**config.mk**
```make
export PLATFORM = sky130hd
export DESIGN_NAME = pif_top
export DESIGN_NICKNAME = d
export VERILOG_FILES = /design/src/hw/pif_sticky_bank.v /design/src/hw/pif_event_gen.v /design/src/hw/pif_top.v
export VERILOG_INCLUDE_DIRS = /design/src /design/src/hw
export SDC_FILE = /design/constraint.sdc
export NUM_CORES = 1
export LEC_CHECK = 0
export ABC_CLOCK_PERIOD_IN_PS = 4350
export BUFFER_PORTS_ARGS = -buffer_cell sky130_fd_sc_hd__buf_2
export CAP_MARGIN = 15
export CORE_MARGIN = 5
export CORE_UTILIZATION = 53
export DETAILED_ROUTE_END_ITERATION = 12
export PLACE_DENSITY = 0.9
export SYNTH_ARGS = -nofsm -noshare
export SYNTH_HDL_FRONTEND = slang
export SYNTH_HIERARCHICAL = 1
export SYNTH_SLANG_ARGS = --single-unit
```
**constraint.sdc**
```tcl
create_clock -name clk -period 4.35 [get_ports clk]
set_clock_uncertainty 0.15 [all_clocks]
set_input_delay 0 -clock clk [delete_from_list [all_inputs] [get_ports clk]]
set_output_delay 0 -clock clk [all_outputs]
set_load 0.01 [all_outputs]
```
**src/hw/pif_defs.vh**
```
/*
 * Constants of the peripheral interrupt flag block: register byte
 * addresses, flag bit positions, reset values, compare unit modes and
 * bus response codes.
 * Assumes inclusion by bare name from the event generator and top-level design files of the block.
 */
`ifndef PIF_DEFS_VH
`define PIF_DEFS_VH

// Byte addresses
`define PIF_ADDR_FLAGS      8'h0c
`define PIF_ADDR_MASK       8'h10
`define PIF_ADDR_STATUS     8'h14
`define PIF_ADDR_CTRL       8'h18

// Flag bit positions
`define PIF_BIT_PARALLEL    7
`define PIF_BIT_RESERVED    6
`define PIF_BIT_SERIAL_RX   5
`define PIF_BIT_SERIAL_TX   4
`define PIF_BIT_SYNC        3
`define PIF_BIT_CAPCMP      2
`define PIF_BIT_PERIOD      1
`define PIF_BIT_OVERFLOW    0

// Bits written by software in the flag register
`define PIF_FLAGS_WR_MASK   8'hcf

// Reset values
`define PIF_RST_FLAGS       8'h00
`define PIF_RST_MASK        8'h00
`define PIF_RST_STATUS      8'h00
`define PIF_RST_CTRL        2'h0

// Capture/compare unit modes
`define PIF_MODE_CAPTURE    2'h0
`define PIF_MODE_COMPARE    2'h1
`define PIF_MODE_PWM        2'h2

// Bus responses
`define PIF_RESP_OKAY       2'h0
`define PIF_RESP_SLVERR     2'h2

`endif

```
**src/hw/pif_sticky_bank.v**
```verilog
/*
 * Bank of sticky bits: a set pulse wins over a clear or a load in the
 * same cycle.
 * Assumes set, load and value come from logic on clk.
 */
`timescale 1ns/1ps
module pif_sticky_bank
#(
   parameter WIDTH = 8
)
(
   // Clock and reset
   input  wire             clk,
   input  wire             resetn,
   // Control
   input  wire [WIDTH-1:0] set,
   input  wire [WIDTH-1:0] load,
   input  wire [WIDTH-1:0] value,
   // State
   output reg  [WIDTH-1:0] bits
);

   wire [WIDTH-1:0] next_bits;

   // Set beats load; load takes software value
   assign next_bits = set | (load & value) | (~load & bits);

   always @(posedge clk or negedge resetn)
   begin
      if (!resetn)
         bits <= {WIDTH{1'b0}};
      else
         bits <= next_bits;
   end

endmodule // pif_sticky_bank

```
**src/hw/pif_event_gen.v**
```verilog
/*
 * Forms one-cycle event pulses for the flag bits from the peripheral
 * strobes and buffer levels.
 * Assumes all inputs come from on-chip logic on clk.
 */
`timescale 1ns/1ps
`include "pif_defs.vh"
module pif_event_gen
(
   // Clock and reset
   input  wire       clk,
   input  wire       resetn,
   // Mode of the capture/compare unit
   input  wire [1:0] capcmp_mode,
   // Peripheral strobes and levels
   input  wire       parallel_access_done,
   input  wire       serial_rx_full,
   input  wire       serial_tx_full,
   input  wire       sync_transfer_done,
   input  wire       capture_strobe,
   input  wire       compare_match,
   input  wire       period_match,
   input  wire       wide_timer_rollover,
   // Events
   output wire [7:0] flag_set,
   output wire [7:0] irq_event
);

   reg        rx_prev;
   reg        tx_prev;
   wire       capcmp_set;

   always @(posedge clk or negedge resetn)
   begin
      if (!resetn)
      begin
         rx_prev <= 1'b0;
         tx_prev <= 1'b0;
      end
      else
      begin
         rx_prev <= serial_rx_full;
         tx_prev <= serial_tx_full;
      end
   end

   // Capture or compare source by mode, none in PWM
   assign capcmp_set = ((capcmp_mode == `PIF_MODE_CAPTURE) && capture_strobe)
                     | ((capcmp_mode == `PIF_MODE_COMPARE) && compare_match);

   assign flag_set[`PIF_BIT_PARALLEL]  = parallel_access_done;
   assign flag_set[`PIF_BIT_RESERVED]  = 1'b0;
   assign flag_set[`PIF_BIT_SERIAL_RX] = 1'b0;
   assign flag_set[`PIF_BIT_SERIAL_TX] = 1'b0;
   assign flag_set[`PIF_BIT_SYNC]      = sync_transfer_done;
   assign flag_set[`PIF_BIT_CAPCMP]    = capcmp_set;
   assign flag_set[`PIF_BIT_PERIOD]    = period_match;
   assign flag_set[`PIF_BIT_OVERFLOW]  = wide_timer_rollover;

   // Interrupt events: set pulses plus buffer level rising edges
   assign irq_event = flag_set
                    | ({7'h00, serial_rx_full & ~rx_prev} << `PIF_BIT_SERIAL_RX)
                    | ({7'h00, serial_tx_full & ~tx_prev} << `PIF_BIT_SERIAL_TX);

endmodule // pif_event_gen

```
**src/hw/pif_top.v**
```verilog
/*
 * Peripheral interrupt flag register with an AXI4-Lite slave, a sticky
 * interrupt status, a mask and one level interrupt output.
 * Assumes peripheral strobes are one-cycle pulses on clk and buffer
 * levels are driven from logic on clk.
 */
// Decided for this implementation: the AXI4-Lite interface to the registers.
`timescale 1ns/1ps
`include "pif_defs.vh"
module pif_top
(
   // Clock and reset
   input  wire       clk,
   input  wire       resetn,
   // Write address channel
   input  wire [7:0] s_axi_awaddr,
   input  wire [2:0] s_axi_awprot,
   input  wire       s_axi_awvalid,
   output wire       s_axi_awready,
   // Write data channel
   input  wire [31:0] s_axi_wdata,
   input  wire [3:0] s_axi_wstrb,
   input  wire       s_axi_wvalid,
   output wire       s_axi_wready,
   // Write response channel
   output reg  [1:0] s_axi_bresp,
   output reg        s_axi_bvalid,
   input  wire       s_axi_bready,
   // Read address channel
   input  wire [7:0] s_axi_araddr,
   input  wire [2:0] s_axi_arprot,
   input  wire       s_axi_arvalid,
   output wire       s_axi_arready,
   // Read data channel
   output reg  [31:0] s_axi_rdata,
   output reg  [1:0] s_axi_rresp,
   output reg        s_axi_rvalid,
   input  wire       s_axi_rready,
   // Peripheral events and levels
   input  wire       parallel_access_done,
   input  wire       serial_rx_full,
   input  wire       serial_tx_full,
   input  wire       sync_transfer_done,
   input  wire       capture_strobe,
   input  wire       compare_match,
   input  wire       period_match,
   input  wire       wide_timer_rollover,
   // Interrupt
   output wire       irq
);

   function is_mapped;
      input [7:0] addr;
      begin
         is_mapped = (addr == `PIF_ADDR_FLAGS) || (addr == `PIF_ADDR_MASK)
                  || (addr == `PIF_ADDR_STATUS) || (addr == `PIF_ADDR_CTRL);
      end
   endfunction

   // Held write request
   reg        aw_held;
   reg [7:0]  aw_addr;
   reg        w_held;
   reg [31:0] w_data;
   reg [3:0]  w_strb;
   wire       wr_fire;
   wire       wr_low;

   // Software registers
   reg [7:0]  irq_mask;
   reg [1:0]  capcmp_mode;
   wire [7:0] sticky_flags;
   wire [7:0] irq_status;
   wire [7:0] flags_view;

   // Events and loads
   wire [7:0] flag_set;
   wire [7:0] irq_event;
   wire [7:0] flags_load;
   wire [7:0] status_load;

   reg [31:0] next_rdata;

   assign s_axi_awready = !aw_held && !s_axi_bvalid;
   assign s_axi_wready  = !w_held && !s_axi_bvalid;
   assign s_axi_arready = !s_axi_rvalid;

   assign wr_fire = aw_held && w_held && !s_axi_bvalid;
   assign wr_low  = wr_fire && w_strb[0];

   // Write address and data taken in either order
   always @(posedge clk or negedge resetn)
   begin
      if (!resetn)
      begin
         aw_held <= 1'b0;
         aw_addr <= 8'h00;
         w_held  <= 1'b0;
         w_data  <= 32'h00000000;
         w_strb  <= 4'h0;
      end
      else
      begin
         if (s_axi_awvalid && s_axi_awready)
         begin
            aw_held <= 1'b1;
            aw_addr <= s_axi_awaddr;
         end
         else if (wr_fire)
            aw_held <= 1'b0;
         if (s_axi_wvalid && s_axi_wready)
         begin
            w_held <= 1'b1;
            w_data <= s_axi_wdata;
            w_strb <= s_axi_wstrb;
         end
         else if (wr_fire)
            w_held <= 1'b0;
      end
   end

   // Write response
   always @(posedge clk or negedge resetn)
   begin
      if (!resetn)
      begin
         s_axi_bvalid <= 1'b0;
         s_axi_bresp  <= `PIF_RESP_OKAY;
      end
      else if (wr_fire)
      begin
         s_axi_bvalid <= 1'b1;
         s_axi_bresp  <= is_mapped(aw_addr) ? `PIF_RESP_OKAY : `PIF_RESP_SLVERR;
      end
      else if (s_axi_bready)
         s_axi_bvalid <= 1'b0;
   end

   // Mask and mode registers
   always @(posedge clk or negedge resetn)
   begin
      if (!resetn)
      begin
         irq_mask    <= `PIF_RST_MASK;
         capcmp_mode <= `PIF_RST_CTRL;
      end
      else
      begin
         if (wr_low && (aw_addr == `PIF_ADDR_MASK))
            irq_mask <= w_data[7:0];
         if (wr_low && (aw_addr == `PIF_ADDR_CTRL))
            capcmp_mode <= w_data[1:0];
      end
   end

   pif_event_gen u_events
   (
      .clk                  (clk),
      .resetn               (resetn),
      .capcmp_mode          (capcmp_mode),
      .parallel_access_done (parallel_access_done),
      .serial_rx_full       (serial_rx_full),
      .serial_tx_full       (serial_tx_full),
      .sync_transfer_done   (sync_transfer_done),
      .capture_strobe       (capture_strobe),
      .compare_match        (compare_match),
      .period_match         (period_match),
      .wide_timer_rollover  (wide_timer_rollover),
      .flag_set             (flag_set),
      .irq_event            (irq_event)
   );

   // Software write loads writable flags; events win, enables ignored
   assign flags_load = (wr_low && (aw_addr == `PIF_ADDR_FLAGS)) ?
                       `PIF_FLAGS_WR_MASK : 8'h00;

   pif_sticky_bank #(.WIDTH(8)) u_flags
   (
      .clk    (clk),
      .resetn (resetn),
      .set    (flag_set),
      .load   (flags_load),
      .value  (w_data[7:0]),
      .bits   (sticky_flags)
   );

   // Write one to clear status bits
   assign status_load = (wr_low && (aw_addr == `PIF_ADDR_STATUS)) ?
                        w_data[7:0] : 8'h00;

   pif_sticky_bank #(.WIDTH(8)) u_status
   (
      .clk    (clk),
      .resetn (resetn),
      .set    (irq_event),
      .load   (status_load),
      .value  (8'h00),
      .bits   (irq_status)
   );

   // Serial buffer bits follow the buffer levels
   assign flags_view = {sticky_flags[7:6],
                        serial_rx_full,
                        serial_tx_full,
                        sticky_flags[3:0]};

   assign irq = |(irq_status & irq_mask);

   always @*
   begin
      next_rdata = 32'h00000000;
      case (s_axi_araddr)
         `PIF_ADDR_FLAGS:  next_rdata[7:0] = flags_view;
         `PIF_ADDR_MASK:   next_rdata[7:0] = irq_mask;
         `PIF_ADDR_STATUS: next_rdata[7:0] = irq_status;
         `PIF_ADDR_CTRL:   next_rdata[1:0] = capcmp_mode;
         default:          next_rdata = 32'h00000000;
      endcase
   end

   // Read channel
   always @(posedge clk or negedge resetn)
   begin
      if (!resetn)
      begin
         s_axi_rvalid <= 1'b0;
         s_axi_rdata  <= 32'h00000000;
         s_axi_rresp  <= `PIF_RESP_OKAY;
      end
      else if (s_axi_arvalid && s_axi_arready)
      begin
         s_axi_rvalid <= 1'b1;
         s_axi_rdata  <= next_rdata;
         s_axi_rresp  <= is_mapped(s_axi_araddr) ? `PIF_RESP_OKAY : `PIF_RESP_SLVERR;
      end
      else if (s_axi_rready)
         s_axi_rvalid <= 1'b0;
   end

endmodule // pif_top

```
==> flow_summary.yaml <==
run_status:
  status: "finished, final reports clean"
floorplanning:
  core_sq_mm: 0.00520
  die_w_um: 83.8
  die_h_um: 83.8
  dieArea_sq_mm: 0.00703
  ios: 115
  std_cell_rows: 26
  start_util: 0.555
placement:
  routabilityCongestion: 0.752
  dpl.hpwl_um: 4090
  dpl.cell_count: 362
  dpl_cell_area_sq_mm: 0.00307
  place.port_buffers: 55
clocking:
  post_cts_buffers: 0
  cts_buffer_depth: 2
  clk_latency_ns: 0.33
  h-tree-depth: 3
  tritoncts: "built"
  path_clk_slew_ns: 0.06
  cts_root_buf: "clkbuf_8"
  numCtsBuffers: 9
  clock-sinks: 57
timing:
  relSlewSlack: 0.422
  worst_pin_slew_ns: 0.865
  period_minus_slack_ns: 2.71
  hold_viol: 0
  setup-tns-final_ns: 0
  rsz0062_at_grt: "false"
  setup_viol: 0
  period_share: 0.623
  fmax_ghz: 0.369
  slew_viol_final: 0
power_and_ir_drop:
  power_density_mw_per_mm2: 434
  p_leak_nw: 1.69
  p_total_mw: 1.54
  peakVddDrop_v: 0.000314
grt:
  grtUsageTotal: 0.182
  grt_overflow_total: 0
  grt_pass1_wl_um: 10000
  grt_max_degree: 58
  antenna_found_initial: 0
  first_global_vias: 2199
detailed_routing:
  drc: 0
  wl_per_cell_um: 14.4
  first_iter_violations: 61
  drt-vias-per-instance: 5.08
  totalWireLength_um: 5890
  vias: 2071
  dr.pass1.iters: 4
  ant_nets: 0
logic_synthesis:
  ys_warn_count: 6
  synth_area_sq_mm: 0.00289
  syn_area_per_cell_sq_um: 11.7
  synth_cells: 247
min_path:
  min_from: "s_axi_araddr[3]"
  min_path_type: "in2reg"
worst_setup_path:
  crit_start: "aw_addr[5]$_DFFE_PN0P_"
  r2r_end: "u_flags/bits[2]$_DFF_PN0_"
  cp.arrival_ns: 2.77
  crit_required_ns: 4.42
  path_class: "reg2reg"
  r2r_cells: 6
  reg2reg_slack_ns: 1.64
  r2r_start: "aw_addr[5]$_DFFE_PN0P_"
  critPathMaxFanout: 12
  startpoint_type: "flop"
  cp-endpoint: "u_flags/bits[2]$_DFF_PN0_"
  endpoint_kind: "flop"
finish:
  fillers: 392
  diodes: 0
  fin_util: 0.683
  instances_no_fill: 408
  layout.nets: 408
  area_delta_synth_final_pct: 23.0
  drive_gt1_frac: 0.269
  final_area_sq_mm: 0.00356
run:
  max_cap_violations: 0
worst min path at each step:
| stage | to | slack [ns] | cells past startpoint |
|---|---|---|---|
| 2_1_floorplan | aw_addr[0]$_DFFE_PN0P_ | -0.45 | 0 |
| 3_3_place_gp | u_events/tx_prev$_DFF_PN0_ | -0.02 | 1 |
| 3_5_place_dp | u_events/tx_prev$_DFF_PN0_ | -0.01 | 1 |
| 4_1_cts | s_axi_rvalid$_DFFE_PN0P_ | 0.001 | 3 |
| 5_1_grt | s_axi_rresp[1]$_DFFE_PN0P_ | 0.06 | 5 |
| 6_report | s_axi_rresp[1]$_DFFE_PN0P_ | 0.02 | 5 |
placed cells by master (no fill, tap or decap), types with 2 or more instances in the layout:
master / instances
dfrtp_1: 57
buf_2: 55
conb_1: 36
dlygate4sd3_1: 32
nor2b_1: 19
mux2_2: 17
a211o_1: 14
nand2_1: 12
o21ai_0: 12
clkbuf_8: 11
mux2i_1: 9
and4_1: 8
mux2_1: 8
a22o_1: 8
nor2_1: 7
a22oi_1: 4
clkbuf_1: 3
inv_1: 2
mux2_4: 2
nor3_1: 2
and4b_1: 2
a21oi_1: 2
buf_4: 2
registers in the layout (all words and copies together) (netlist names), 2 cells and up:
name / cells
w_data: 8
u_status/bits: 8
u_flags/bits: 6
irq_mask: 8
s_axi_rdata: 8
capcmp_mode: 2
aw_addr: 8
final cells by class:
class | count | area (sq um) | area share
Clock buffer | 14 | 163 | 0.0457
Inverter | 2 | 7.51 | 0.00211
Multi-Input combinational cell | 176 | 1260 | 0.355
Sequential cell | 57 | 1430 | 0.401
Timing Repair Buffer | 89 | 611 | 0.172
Tap cell | 70 | 87.6 | 0.0246
metal layers:
metal,global-route usage,routed length [um],vias up
met5,0,0,-
met4,0.0789,114,0
met3,0.0622,456,12
met2,0.309,2870,77
met1,0.206,2450,991
li1,-,-,991
power breakdown:
group	switching, mW	internal [mW]
Combinational	0.162	0.197
Sequential	0.120	0.646
Clock	0.186	0.232
worst max-delay path, stage by stage, from the launching register on:
cell	delay (ns)
dfrtp_1	0.39
or4_4	0.53
nor4b_2	0.27
buf_4	0.22
nor3b_2	0.66
nor2b_1	0.13
a211o_1	0.25
timing repair:
action                    4_1_cts  5_1_grt
hold buffers                   32        0
hold endpoints to repair       94        0
gates resized for setup         0        0
metrics by stage:
| stage | setup slack (ns) | hold slack, ns |
|---|---|---|
| after floorplan | 1.97 | -0.446 |
| after global placement | 1.69 | -0.0164 |
| after detailed placement | 1.63 | -0.0127 |
| after CTS | 1.61 | 0.00111 |
| after global routing | 1.49 | 0.0581 |
| final | 1.64 | 0.0214 |
Note: power is estimated with default switching activity, not from simulation.
